[src/sccec_map.vh]
// Register indices, field positions, reset values and ETU timing counts
// for the smart card character and error control block.
// Assumes it is included by bare name from the design file.
`ifndef SCCEC_MAP_VH
`define SCCEC_MAP_VH

// Register indices; the byte address on APB is four times the index.
`define SCCEC_IDX_CLKDIV     16'hFE10
`define SCCEC_IDX_PARCTL     16'hFE11
`define SCCEC_IDX_CHRCTL     16'hFE12
`define SCCEC_IDX_MODE       16'hFE20
`define SCCEC_IDX_STATUS     16'hFE21

// Reset values.
`define SCCEC_RST_CLKDIV     8'h0C
`define SCCEC_RST_PARCTL     8'h00
`define SCCEC_RST_CHRCTL     8'h2C
`define SCCEC_RST_MODE       8'h00

// parity_control fields.
`define SCCEC_PC_CHK_DIS     6
`define SCCEC_PC_BRK_TX_DIS  5
`define SCCEC_PC_BRK_RX_DIS  4
`define SCCEC_PC_RESEND      3
`define SCCEC_PC_DISCARD     2
`define SCCEC_PC_INJECT      1
`define SCCEC_PC_FORCE       0

// character_control fields.
`define SCCEC_CC_DETECT      6
`define SCCEC_CC_DIRECT      5
`define SCCEC_CC_DUR_HI      4
`define SCCEC_CC_DUR_LO      3

// mode_control and status fields.
`define SCCEC_MD_T1          0
`define SCCEC_ST_BRK_ACTIVE  0
`define SCCEC_ST_PAR_ERR     1
`define SCCEC_ST_CARD_BRK    2

// Direct convention character as it arrives on the line.
`define SCCEC_TS_DIRECT      8'h3B

// ETU timing in half-ETU steps: 10.5 ETU, 11 ETU and break lengths.
`define SCCEC_HALF_BRK_AT    5'h15
`define SCCEC_HALF_SAMPLE_AT 5'h16
`define SCCEC_HALF_DUR_1     3'h2
`define SCCEC_HALF_DUR_1P5   3'h3
`define SCCEC_HALF_DUR_2     3'h4

`endif

[src/sccec_top.v]
// Smart card character control: card clock divider, parity and break
// handling for T=0, and convention character detection, behind APB.
// Assumes the receiver, transmitter and ETU divider run on clk_sys and
// hand over one-cycle pulses; only the card I/O pin is asynchronous.
//
// The implementer's own choice: register access over APB.
`timescale 1ns/1ps
`default_nettype none
`include "sccec_map.vh"

// Summary of operation
// - Master clock divided by select plus one, then by two for card clock.
// - Clock select resets to twelve, a ratio of thirteen.
// - New clock select value is applied only at a divider wrap.
// - Clock select zero behaves exactly like one.
// - Parity settings are shared by both card interfaces.
// - Even parity checked on every received character unless disabled.
// - T=0 parity failure with break generation enabled signals a Break.
// - T=0 with break detection enabled detects a card Break after transmit.
// - T=0 retransmit set resends the last character on a card Break.
// - T=0 discard set drops a received character that fails parity.
// - Inject bit sends odd parity on every transmitted character.
// - Force bit flags a parity error on every received character.
// - Error Break starts 10.5 ETU after the start bit edge.
// - Card Break is sampled 11 ETU after the start bit edge.
// - Break length select gives 1, 1.5 or 2 ETU.
// - Detect bit marks next character as convention, cleared by hardware.
// - Convention character is decoded then stored in the receive FIFO.
// - Convention flag set for direct, cleared for indirect, direct default.
// - Protocol mode bit zero means T=0, one means T=1.
module sccec_top #(
  parameter ADDR_W = 20
) (
  input  wire              clk_sys,
  input  wire              arst_n,
  input  wire              psel,
  input  wire              penable,
  input  wire              pwrite,
  input  wire [ADDR_W-1:0] paddr,
  input  wire [31:0]       pwdata,
  output reg  [31:0]       prdata,
  output reg               pready,
  output reg               pslverr,
  input  wire              etu_half_tick,
  input  wire              rx_start,
  input  wire              rx_done,
  input  wire [7:0]        rx_data,
  input  wire              rx_parity,
  input  wire              tx_start,
  input  wire [7:0]        tx_data,
  output reg               tx_parity,
  output reg               tx_resend,
  output reg               rx_fifo_wr,
  output reg  [7:0]        rx_fifo_data,
  output reg               card_clk,
  output reg               etu_div_tick,
  output reg               convention_direct,
  input  wire              io_in,
  output reg               io_out,
  output reg               io_oe
);

  // Register storage.
  reg  [5:0] ext_clock_select_q;
  reg  [6:0] parity_control_q;
  reg        detect_convention_char_q;
  reg        convention_direct_flag_q;
  reg  [1:0] break_length_select_q;
  reg        protocol_mode_select_q;

  // Reset patterns as whole bytes; each register takes only its own slice
  // so that no load drops bits silently.
  localparam [7:0] CLK_RST  = `SCCEC_RST_CLKDIV;
  localparam [7:0] PAR_RST  = `SCCEC_RST_PARCTL;
  localparam [7:0] CHR_RST  = `SCCEC_RST_CHRCTL;
  localparam [7:0] MODE_RST = `SCCEC_RST_MODE;

  // Divider state.
  reg  [5:0] div_cnt_q;
  reg  [5:0] div_lim_q;
  wire [5:0] div_lim_new;

  // Character timing state.
  reg        busy_q;
  reg        dir_tx_q;
  reg  [4:0] half_cnt_q;
  reg        err_pend_q;
  reg        brk_q;
  reg  [2:0] brk_cnt_q;
  reg        par_err_q;
  reg        card_brk_q;
  reg        io_meta_q;
  reg        io_sync_q;

  // APB decode.
  wire        acc_go;
  wire        wr_go;
  wire [15:0] idx;
  wire        hit;
  reg  [31:0] rd_val;

  // Receive qualifiers.
  wire chk_en;
  wire is_t0;
  wire rx_bad;
  wire rx_err;
  wire half_step;
  wire brk_point;
  wire smp_point;
  reg  [2:0] brk_len;

  // T=0 error handling switches.
  wire brk_gen_en;
  wire brk_det_en;
  wire discard_en;
  wire resend_en;

  assign acc_go = psel & penable & ~pready;
  assign wr_go  = psel & penable & pready & pwrite & ~pslverr;
  assign idx    = paddr[17:2];
  assign hit    = (paddr[1:0] == 2'h0) && (paddr[ADDR_W-1:18] == {(ADDR_W-18){1'b0}}) &&
                  (idx == `SCCEC_IDX_CLKDIV || idx == `SCCEC_IDX_PARCTL ||
                   idx == `SCCEC_IDX_CHRCTL || idx == `SCCEC_IDX_MODE ||
                   idx == `SCCEC_IDX_STATUS);

  // one shared setting set for both cards.
  assign chk_en    = ~parity_control_q[`SCCEC_PC_CHK_DIS];
  assign is_t0     = ~protocol_mode_select_q;
  // even parity over data and parity bit.
  assign rx_bad    = ^{rx_data, rx_parity};
  // forced error flags regardless of line parity.
  assign rx_err    = parity_control_q[`SCCEC_PC_FORCE] | (chk_en & rx_bad);
  assign half_step = busy_q & etu_half_tick;
  assign brk_point = half_step & ~dir_tx_q & (half_cnt_q == `SCCEC_HALF_BRK_AT - 5'h1);
  assign smp_point = half_step & dir_tx_q & (half_cnt_q == `SCCEC_HALF_SAMPLE_AT - 5'h1);
  // break generation needs T=0 and checking.
  assign brk_gen_en = is_t0 & chk_en & ~parity_control_q[`SCCEC_PC_BRK_TX_DIS];
  assign brk_det_en = is_t0 & ~parity_control_q[`SCCEC_PC_BRK_RX_DIS];
  assign discard_en = is_t0 & chk_en & parity_control_q[`SCCEC_PC_DISCARD];
  assign resend_en  = brk_det_en & parity_control_q[`SCCEC_PC_RESEND];

  assign div_lim_new = (ext_clock_select_q == 6'h00) ? 6'h01 : ext_clock_select_q;

  // break length in half ETUs; the reserved code falls back to 2 ETU.
  always @* begin
    case (break_length_select_q)
      2'h0:    brk_len = `SCCEC_HALF_DUR_1;
      2'h1:    brk_len = `SCCEC_HALF_DUR_1P5;
      2'h2:    brk_len = `SCCEC_HALF_DUR_2;
      default: brk_len = `SCCEC_HALF_DUR_2;
    endcase
  end

  always @* begin
    rd_val = 32'h00000000;
    case (idx)
      `SCCEC_IDX_CLKDIV: rd_val[5:0] = ext_clock_select_q;
      `SCCEC_IDX_PARCTL: rd_val[6:0] = parity_control_q;
      // Reserved low bits read back their reset pattern.
      `SCCEC_IDX_CHRCTL: rd_val[7:0] = {1'b0, detect_convention_char_q,
                                        convention_direct_flag_q,
                                        break_length_select_q, CHR_RST[2:0]};
      `SCCEC_IDX_MODE:   rd_val[`SCCEC_MD_T1] = protocol_mode_select_q;
      `SCCEC_IDX_STATUS: rd_val[2:0] = {card_brk_q, par_err_q, brk_q};
      default:           rd_val = 32'h00000000;
    endcase
  end

  // One wait state: read data and the answer are registered so every
  // port comes from a flip-flop.
  always @(posedge clk_sys or negedge arst_n) begin
    if (!arst_n) begin
      pready  <= 1'b0;
      pslverr <= 1'b0;
      prdata  <= 32'h00000000;
    end else if (acc_go) begin
      pready  <= 1'b1;
      pslverr <= ~hit;
      prdata  <= (hit && !pwrite) ? rd_val : 32'h00000000;
    end else begin
      pready  <= 1'b0;
      pslverr <= 1'b0;
    end
  end

  // Software-writable configuration.
  always @(posedge clk_sys or negedge arst_n) begin
    if (!arst_n) begin
      ext_clock_select_q     <= CLK_RST[5:0];
      parity_control_q       <= PAR_RST[6:0];
      break_length_select_q  <= CHR_RST[`SCCEC_CC_DUR_HI:`SCCEC_CC_DUR_LO];
      protocol_mode_select_q <= MODE_RST[`SCCEC_MD_T1];
    end else if (wr_go) begin
      if (idx == `SCCEC_IDX_CLKDIV) begin
        ext_clock_select_q <= pwdata[5:0];
      end
      if (idx == `SCCEC_IDX_PARCTL) begin
        parity_control_q <= pwdata[6:0];
      end
      if (idx == `SCCEC_IDX_CHRCTL) begin
        break_length_select_q <= pwdata[`SCCEC_CC_DUR_HI:`SCCEC_CC_DUR_LO];
      end
      if (idx == `SCCEC_IDX_MODE) begin
        protocol_mode_select_q <= pwdata[`SCCEC_MD_T1];
      end
    end
  end

  // Detect and direct bits: the hardware update wins over a software
  // write in the same cycle so the convention result is never lost.
  always @(posedge clk_sys or negedge arst_n) begin
    if (!arst_n) begin
      detect_convention_char_q <= CHR_RST[`SCCEC_CC_DETECT];
      convention_direct_flag_q <= CHR_RST[`SCCEC_CC_DIRECT];
    end else if (rx_done && detect_convention_char_q) begin
      // decode and clear the detect bit.
      detect_convention_char_q <= 1'b0;
      convention_direct_flag_q <= (rx_data == `SCCEC_TS_DIRECT);
    end else if (wr_go && idx == `SCCEC_IDX_CHRCTL) begin
      detect_convention_char_q <= pwdata[`SCCEC_CC_DETECT];
      // software restores the flag per card.
      convention_direct_flag_q <= pwdata[`SCCEC_CC_DIRECT];
    end
  end

  // divide by select plus one, then toggle for the card clock.
  always @(posedge clk_sys or negedge arst_n) begin
    if (!arst_n) begin
      div_cnt_q    <= 6'h00;
      div_lim_q    <= CLK_RST[5:0];
      etu_div_tick <= 1'b0;
      card_clk     <= 1'b0;
    end else if (div_cnt_q >= div_lim_q) begin
      div_cnt_q    <= 6'h00;
      // new limit loads only at wrap.
      div_lim_q    <= div_lim_new;
      etu_div_tick <= 1'b1;
      card_clk     <= ~card_clk;
    end else begin
      div_cnt_q    <= div_cnt_q + 6'h01;
      etu_div_tick <= 1'b0;
    end
  end

  // The pin is asynchronous to clk_sys; only the second stage is read.
  always @(posedge clk_sys or negedge arst_n) begin
    if (!arst_n) begin
      io_meta_q <= 1'b1;
      io_sync_q <= 1'b1;
    end else begin
      io_meta_q <= io_in;
      io_sync_q <= io_meta_q;
    end
  end

  // Half-ETU counter from the start bit edge. The start edge is not
  // aligned to the ETU grid, so each point may land up to a half ETU
  // early; the receiver is expected to align its start pulse.
  always @(posedge clk_sys or negedge arst_n) begin
    if (!arst_n) begin
      busy_q     <= 1'b0;
      dir_tx_q   <= 1'b0;
      half_cnt_q <= 5'h00;
    end else if (rx_start || tx_start) begin
      busy_q     <= 1'b1;
      dir_tx_q   <= tx_start;
      half_cnt_q <= 5'h00;
    end else if (brk_point || smp_point) begin
      busy_q     <= 1'b0;
      half_cnt_q <= 5'h00;
    end else if (half_step) begin
      half_cnt_q <= half_cnt_q + 5'h01;
    end
  end

  // Receive path: parity verdict, FIFO write and error latch.
  always @(posedge clk_sys or negedge arst_n) begin
    if (!arst_n) begin
      err_pend_q   <= 1'b0;
      par_err_q    <= 1'b0;
      rx_fifo_wr   <= 1'b0;
      rx_fifo_data <= 8'h00;
    end else begin
      rx_fifo_wr <= 1'b0;
      if (rx_start) begin
        err_pend_q <= 1'b0;
      end
      if (rx_done) begin
        err_pend_q   <= rx_err;
        par_err_q    <= rx_err;
        rx_fifo_data <= rx_data;
        // drop bad byte in T=0 when discarding.
        // convention character is stored like any byte.
        rx_fifo_wr   <= ~(discard_en & rx_err);
      end
    end
  end

  // Break generation toward the card.
  always @(posedge clk_sys or negedge arst_n) begin
    if (!arst_n) begin
      brk_q     <= 1'b0;
      brk_cnt_q <= 3'h0;
    end else if (brk_point && err_pend_q && brk_gen_en) begin
      brk_q     <= 1'b1;
      brk_cnt_q <= brk_len;
    end else if (brk_q && etu_half_tick) begin
      // release the line after the length.
      if (brk_cnt_q == 3'h1) begin
        brk_q <= 1'b0;
      end
      brk_cnt_q <= brk_cnt_q - 3'h1;
    end
  end

  always @(posedge clk_sys or negedge arst_n) begin
    if (!arst_n) begin
      io_out <= 1'b0;
      io_oe  <= 1'b0;
    end else begin
      io_out <= 1'b0;
      io_oe  <= brk_q;
    end
  end

  // Transmit side: parity out, card Break sampling and resend request.
  always @(posedge clk_sys or negedge arst_n) begin
    if (!arst_n) begin
      tx_parity  <= 1'b0;
      tx_resend  <= 1'b0;
      card_brk_q <= 1'b0;
    end else begin
      tx_parity <= (^tx_data) ^ parity_control_q[`SCCEC_PC_INJECT];
      tx_resend <= 1'b0;
      if (tx_start) begin
        card_brk_q <= 1'b0;
      end
      // Only our own characters are watched for a card Break; during
      // reception it is the device that breaks the line.
      // detect card Break in T=0.
      if (smp_point && !io_sync_q && brk_det_en) begin
        card_brk_q <= 1'b1;
        tx_resend  <= resend_en;
      end
    end
  end

  // The flag reaches its port one cycle late so the output is a flop.
  always @(posedge clk_sys or negedge arst_n) begin
    if (!arst_n) begin
      convention_direct <= CHR_RST[`SCCEC_CC_DIRECT];
    end else begin
      convention_direct <= convention_direct_flag_q;
    end
  end

endmodule
`default_nettype wire

[config.mk]
export PLATFORM = sky130hd
export DESIGN_NAME = sccec_top
export DESIGN_NICKNAME = d
export VERILOG_FILES = /design/src/sccec_top.v
export VERILOG_INCLUDE_DIRS = /design/src
export SDC_FILE = /design/constraint.sdc
export NUM_CORES = 1
export LEC_CHECK = 0
export BUFFER_PORTS_ARGS = -buffer_cell sky130_fd_sc_hd__buf_2
export CORE_MARGIN = 2
export CORE_UTILIZATION = 50
export DETAILED_ROUTE_END_ITERATION = 6
export PLACE_DENSITY = 0.78
export SYNTH_ARGS = -nofsm -noshare
export SYNTH_HDL_FRONTEND = slang
export SYNTH_SLANG_ARGS = --single-unit
[constraint.sdc]
create_clock -name clk_sys -period 2.95 [get_ports clk_sys]
set_input_delay 0.295 -clock clk_sys [delete_from_list [all_inputs] [get_ports clk_sys]]
set_output_delay 0.295 -clock clk_sys [all_outputs]
set_load 0.005 [all_outputs]
Word level (Yosys, flattened, before mapping)
Index checks and enable logic that the tools add are counted.

Logic and storage cells: 139. Bits of input ports: 79. Register bits after elaboration: 95. Output and inout port bits: 50.

Order comparisons: 1. Muxes and demuxes: 31. Reduce and logical (&&, ||, !) cells: 36. $add $sub $neg: 3. Equal/unequal tests: 10. Bitwise logic cells: 29.

Operators by type and width (count): $eq 16x16->1 const B (5); $mux 1 (18); $and 1x1->1 (17); $mux 5 (3); $mux 6 (2); $reduce_bool 2->1 (6); $eq 5x5->1 const B (2); $logic_and 1x1->1 (10); $not 1->1 (10); $reduce_and 2->1 (5); $pmux 3 s3 (1); $reduce_xor 9->1 (1); $eq 8x6->1 const B (1); $pmux 2 s4 (1); $reduce_xor 8->1 (1); $mux 7 (1); $add 6x1->6 const B (1); $ge 6x6->1 (1); $logic_not 2->1 (3); $logic_not 6->1 (1); $logic_or 1x1->1 (6); $mux 3 (2); $pmux 3 s2 (1); $add 5x1->5 const B (1); other kinds (9) (10).

Longest topological paths before layout
Gate-level depths: netlist (run 1).

Depth in word-level cells: 8. Gate-level depth with buffers: 9. Mapped depth without buffers: 8.

Worst setup path before layout (run 1)
No wires, ideal clock.

Kind: register to register. Start point: reg div_lim_q[3]. End point: reg div_lim_q[4]. Arrival: 1.950 ns. Data required time: 2.825 ns. Slack: 0.876 ns. Period minus slack after synthesis: 2.074 ns. Stages on the path, launching flop included: 9. Cell sequence: dfstp_2 -> inv_1 -> ha_1 -> nand2_1 -> o21a_1 -> o21a_1 -> inv_2 -> clkbuf_1 -> mux2_2.

Longest elaborated chain between the ends: 1.

Ends and longest elaborated chain: start: declaration (RTL line sccec_top.v:80) `reg [5:0] div_lim_q;`; start signal: assignment (RTL line sccec_top.v:230) `div_lim_q <= CLK_RST[5:0];`; start signal: assignment (RTL line sccec_top.v:236) `div_lim_q <= div_lim_new;`; $ge 6x6->1 (RTL line sccec_top.v:233) `end else if (div_cnt_q >= div_lim_q) begin`.

No other way between the ends. A chain may end at the register's enable or synchronous reset.

Worst setup path after layout (run 1)
Start point: reg pready. End point: reg parity_control_q[4].

Longest elaborated chain between the ends: 4.

Ends and longest elaborated chain: start: declaration (RTL line sccec_top.v:42) `output reg pready,`; start signal: assignment (RTL line sccec_top.v:173) `pready <= 1'b0;`; start signal: assignment (RTL line sccec_top.v:177) `pready <= 1'b1;`; start signal: assignment (RTL line sccec_top.v:181) `pready <= 1'b0;`; $and 1x1->1 (3 in series) (RTL line sccec_top.v:119) `assign wr_go = psel & penable & pready & pwrite & ~pslverr;`; $reduce_and 2->1 (no source line); end signal: assignment (RTL line sccec_top.v:190) `parity_control_q <= PAR_RST[6:0];`; end signal: assignment (RTL line sccec_top.v:198) `parity_control_q <= pwdata[6:0];`; end: declaration (RTL line sccec_top.v:65) `reg [6:0] parity_control_q;`.

No other way between the ends.

==> impl_metrics.toml, run 1 <==
[route]
ant_nets = 0
drc = 0
routedWlPerCell_um = 13.7
vias_per_cell = 5.01
drtIter0Drc = 195
wirelength_um = 7100
dr.pass1.iters = 4
vias = 2593

[final_layout]
drive_gt1_share_pct = 32.5
fin_nets = 505
antenna_cells = 0
mostFrequentLayoutCell = "buf_2"
syn2layout_area_growth_pct = 16.7
mostFrequentLayoutCells = "buf_2 (77), dfrtp_1 (61), conb_1 (26)"

[sta]
rsz0062_at_grt = "no"
slew_violations = 0
finalCriticalPeriod_ns = 2.04
finalSetupTns_ns = 0
whs_ns = 0.0493
hold_violations = 0
timing.slew.headroom_pct = 42.0
finalSetupViolCount = 0
fmaxAchievable_mhz = 491
finalWorstSetupSlack_ns = 0.914
finalCritPeriodShare_pct = 69.0
skew_ns = 0.00620
worstMarginPinSlew_ns = 0.870

[synth]
async_flop_share_pct = 100
ys_top_cells_by_area = "dfrtp_1 (42%), dfstp_2 (6.5%), buf_4 (5.3%), mux2_2 (5.2%), ha_1 (4.1%)"
synth_cells = 330
synth_top_area_share_pct = 41.8
yosys.area.top_type = "dfrtp_1"
synth-warning-count = 0
synth_ff_type = "dfrtp_1"
syn_area_mm2 = 0.00365
syn_avg_cell_area_um2 = 11.1
yosysSeqAreaShare_pct = 48.2
synth_seq_cells = 70
synth_edf_count = 0
synth_cell_types = 51

[min_path]
worst_hold_path_type = "in -> reg"

[power]
p_leak_uw = 0.00213
switching_share_pct = 24.1
power_density_mw_per_mm2 = 471
internal-power_uw = 1520
pwr-share-seq_pct = 50.1
irDropWorstVdd_mv = 0.276
combPwrFrac_pct = 10.1
pwr-share-clk_pct = 39.8
p_switching_uw = 485

[critical_path]
crit_chain = "nand4_1, nor4_1, or3b_1, mux2_4"
end_kind = "flop"
crit_fanout = 7
required_ns = 3.18
crit_family = "simple AND/OR/NAND/NOR gates"
path_class = "reg -> reg"
slowest_stage = "or3b_1"
cp.buffers_inverters = 0
cp_data_arrival_time_ns = 2.27
max_stage_delay_ns = 0.62
r2r_setup_slack_ns = 0.91
start_kind = "flop"

[cts]
tritoncts = "built"
clk_pin_slew_ns = 0.08
h-tree-depth = 3
cts_setup_buffers = 0
cts_sinks = 70
cts_buffer_depth = 2
ctsResizeCount = 0
cts-root-buf = "clkbuf_8"
insertion_delay_ns = 0.34
cts_hold_buf = 0
cts_buffers = 9

[global_routing]
grt-ovfl-total = 0
grt_antenna_before_repair = 0
grt_max_degree = 71
grt_pass1_wl_um = 11300
grt.total_usage_pct = 18.6
grt_pass1_vias = 2413

[placement]
pre_cts_ws_ns = 0.643
place_hpwl_um = 5350
gp_congestion = 0.817
port_buffers = 77

[status]
outcome = "completed"

[floorplanning]
die_h_um = 89.5
core-area_mm2 = 0.00718
dieArea_mm2 = 0.00801
rows = 31
io-pin-count = 129
start_util_pct = 50.9
die_w_um = 89.5

[flow_run]
maxCapViolations = 0
-- stage by stage --
step / total power (µW) / instance area [µm²] / util [%] / cells
after floorplan: 1150 / 3750 / - / 355
after CTS: 2030 / 4260 / 59.4 / 518
after global routing: 2100 / 4260 / 59.4 / 518
after global placement: 1220 / 4060 / 56.5 / 502
after detailed placement: 1230 / 4060 / 56.5 / 502
final: 2010 / 4260 / 59.4 / 518
-- final timing paths --
path / start / endpoint / depth (start not counted)
worst min-delay path: io_in / io_meta_q / 1
worst max-delay path: pready / parity_control_q[4] / 4
min in group asynchronous: arst_n / div_cnt_q[3] / 2
max in group asynchronous: arst_n / half_cnt_q[2] / 2
worst max register to register: pready / parity_control_q[4] / 4
worst min register to register: io_meta_q / io_sync_q / 0
-- layout make-up --
type                    instances  area (µm²)
clock inverters                 5        57.6
clock buffers                  11         151
repair buffers                 80         408
well taps                      99         124
multi-input cells             234        1690
flip-flops and latches         70        1760
fillers                       623        2910
inverters                      19        71.3
-- synth_stat cells, types with 5 or more instances --
master	instances
a21oi_1	10
a22oi_1	7
buf_4	26
clkbuf_1	5
dfrtp_1	61
dfstp_2	9
ha_1	12
inv_1	17
mux2_1	9
mux2_2	17
mux2_4	7
nand2_1	25
nand3_1	8
nand4_1	8
nor2_1	17
o21a_1	5
o21ai_0	5
o21ai_1	6
xnor2_1	16
xor2_1	9
-- logic make-up (layout without fill, tap and decap cells) --
group                      count (synthesis)  after routing  share of synthesized area, %
and+or+nand+nor                           90             90                          13.5
DFF                                       70             70                          48.2
other                                      1             26                         0.103
AOI/OAI and AO/OA                         45             45                          7.94
xor gates and xnor gates                  26             26                          6.61
buffers and inverters                     51            115                          8.11
muxes                                     35             35                          11.4
adders and majority gates                 12             12                          4.11
-- worst reg2reg max path, cell delays in order (launching register included) --
cell and delay [ns]:
dfrtp_1 0.37, nand4_1 0.16, nor4_1 0.40, or3b_1 0.62, mux2_4 0.37
-- registers in the layout (all words and copies together) (netlist names), 2 cells and up --
register / count
break_length_select_q: 2
half_cnt_q: 5
div_cnt_q: 6
brk_cnt_q: 3
div_lim_q: 6
prdata: 7
rx_fifo_data: 8
parity_control_q: 7
ext_clock_select_q: 6
-- metal layers --
layer,up-vias,global-route usage (%),wire length (µm)
met5,-,0,0
met4,0,7.33,112
met3,11,3.51,341
met2,84,29.8,3520
met1,1244,25.1,3120
li1,1254,-,-
-- power groups by stage --
stage                     logic, µW  registers, µW  clock network, µW
after floorplan                 129           1020                  0
after global placement          200           1020                  0
after detailed placement        205           1020                  0
after CTS                       206           1010                815
after global routing            229           1010                860
final                           203           1010                800
(Power assumes the default switching activity.)
==> run 2, diff against run 1 <==
- CORE_UTILIZATION: 50 -> 45
- PLACE_DENSITY: 0.78 -> 0.74
- clock period: 2.95 -> 1.8 ns (I/O delays scaled with it)
==> run 2 against run 1 <==
Net effect:
- the flow now finishes with violations (setup timing)
- via count increased by 4.4%
- cell area increased by 5.8%
- critical path depth increased by 3
- non-clock buffer count increased by 24
- die area increased by 11%
- count of clock-buffer cells in the layout increased by 4
- worst setup slack got worse by 0.92 ns
- first-iteration DRC count decreased by 36%
- sequential power increased by 63%
- routed wire length increased by 11%
- global-route usage increased by 0.86 points
- cell count increased by 5.2%
- critical endpoint is now div_lim_q[1]
==> impl_metrics.toml, run 2 (synthesized netlist as in run 1, its figures left out) <==
[placement]
gp_congestion = 0.811
port_buffers = 77
pre_cts_ws_ns = -0.219
placed_cells = 525
place_hpwl_um = 6050

[global_routing]
grt_pass1_vias = 2828
grt_pass1_wl_um = 13400
grt_antenna_before_repair = 0
grt-ovfl-total = 0
grt_max_degree = 56
grt.total_usage_pct = 19.5

[critical_path]
cp_data_arrival_time_ns = 2.03
path_class = "reg -> reg"
required_ns = 2.02
r2r_setup_slack_ns = -0.01
start_kind = "flop"
end_kind = "flop"
crit_fanout = 7

[final_layout]
top_register = "rx_fifo_data"
final_util_pct = 57.8
top_regs = "rx_fifo_data x8, parity_control_q x7, prdata x7"
antenna_cells = 0
largest_reg_flops = 8
fin_nets = 529
drive_gt1_share_pct = 37.0
mostFrequentLayoutCell = "buf_2"
nFillCells = 678
mostFrequentLayoutCells = "buf_2 (77), dfrtp_1 (61), conb_1 (26)"
syn2layout_area_growth_pct = 23.5
instances_no_fill = 545

[sta]
slew_violations = 0
finalSetupViolCount = 4
finalWorstSetupSlack_ns = -0.00994
finalSetupTns_ns = -0.0281
whs_ns = 0.0602
finalCritPeriodShare_pct = 101
rsz0062_at_grt = "yes"
hold_violations = 0
skew_ns = 0.00581
fmaxAchievable_mhz = 553
finalCriticalPeriod_ns = 1.81

[floorplanning]
core-area_mm2 = 0.00781
rows = 32
die_w_um = 94.1
io-pin-count = 129
start_util_pct = 46.8
die_h_um = 94.1
dieArea_mm2 = 0.00886

[route]
ant_nets = 0
dr.pass1.iters = 4
drc = 0
wirelength_um = 7910
routedWlPerCell_um = 14.5
drtIter0Drc = 124
vias = 2707
vias_per_cell = 4.97

[min_path]
worst_hold_path_type = "in -> reg"

[cts]
cts_buffer_depth = 2
cts-root-buf = "clkbuf_8"
insertion_delay_ns = 0.33
tritoncts = "built"
clk_pin_slew_ns = 0.07
h-tree-depth = 3
cts_buffers = 9
cts_sinks = 70

[power]
power_density_mw_per_mm2 = 702
p_leak_uw = 0.00226
irDropWorstVdd_mv = 0.532

[flow_run]
maxCapViolations = 0

[status]
outcome = "complete, but fails checks"
violations = "setup timing"
==> run 2: cell types whose count changed in the layout (fill, tap and decap cells not counted), sizes merged <==
cell	delta
buf	+22
bufinv	-1
clkbuf	+4
clkinvlp	-3
dlygate4sd3	+2
==> run 2: through the flow <==
step           total power (µW)  cell area (µm²)
4_1_cts                    3200             4490
5_1_grt                    3340             4510
6_report                   3170             4510
2_1_floorplan              1890             3780
3_5_place_dp               2030             4250
3_3_place_gp               2020             4250
==> run 2: repair_timing <==
item / in CTS / in global routing
hold endpoints to repair: 16 / 0
hold buffers: 2 / 0
pin swaps: 4 / 3
buffers inserted: 2 / 1
resized for setup: 7 / 5
endpoints found under the setup margin: 4 / 20
==> run 2: routing by layer <==
layer	global-route usage [%]	routed length (µm)	vias up
li1	-	-	1299
met1	24.6	3360	1323
met2	32.7	4070	75
met3	6.02	417	10
met4	4.47	61	0
met5	0	0	-
==> run 2: layout make-up <==
| type | count | area [µm²] | share of cell area (%) |
|---|---|---|---|
| clock buffers | 15 | 176 | 3.91 |
| clock inverters | 1 | 5.00 | 0.111 |
| inverters | 19 | 73.8 | 1.64 |
| multi-input cells | 234 | 1760 | 39.0 |
| flip-flops and latches | 70 | 1760 | 39.1 |
| well taps | 102 | 128 | 2.83 |
| repair buffers | 104 | 606 | 13.4 |
==> run 2: worst max-delay path, stage by stage (launching register included) <==
cell and delay [ns]:
dfstp_2 0.54, inv_2 0.04, ha_4 0.26, nand2_2 0.04, o21a_1 0.17, o21a_1 0.21
inv_4 0.13, mux2_4 0.31
==> run 2: final timing paths <==
| path | startpoint | endpoint | cells past startpoint |
|---|---|---|---|
| max | div_lim_q[3] | div_lim_q[1] | 7 |
| min | tx_start | dir_tx_q | 2 |
| max reg2reg | div_lim_q[3] | div_lim_q[1] | 7 |
| min reg2reg | io_meta_q | io_sync_q | 0 |
| max in group asynchronous | arst_n | io_meta_q | 3 |
| min in group asynchronous | arst_n | card_clk | 2 |
==> run 2: where the power goes <==
group | internal [µW] | total [µW] | switching, µW
clock network | 614 | 1160 | 545
registers | 1620 | 1650 | 25.2
logic | 176 | 358 | 182
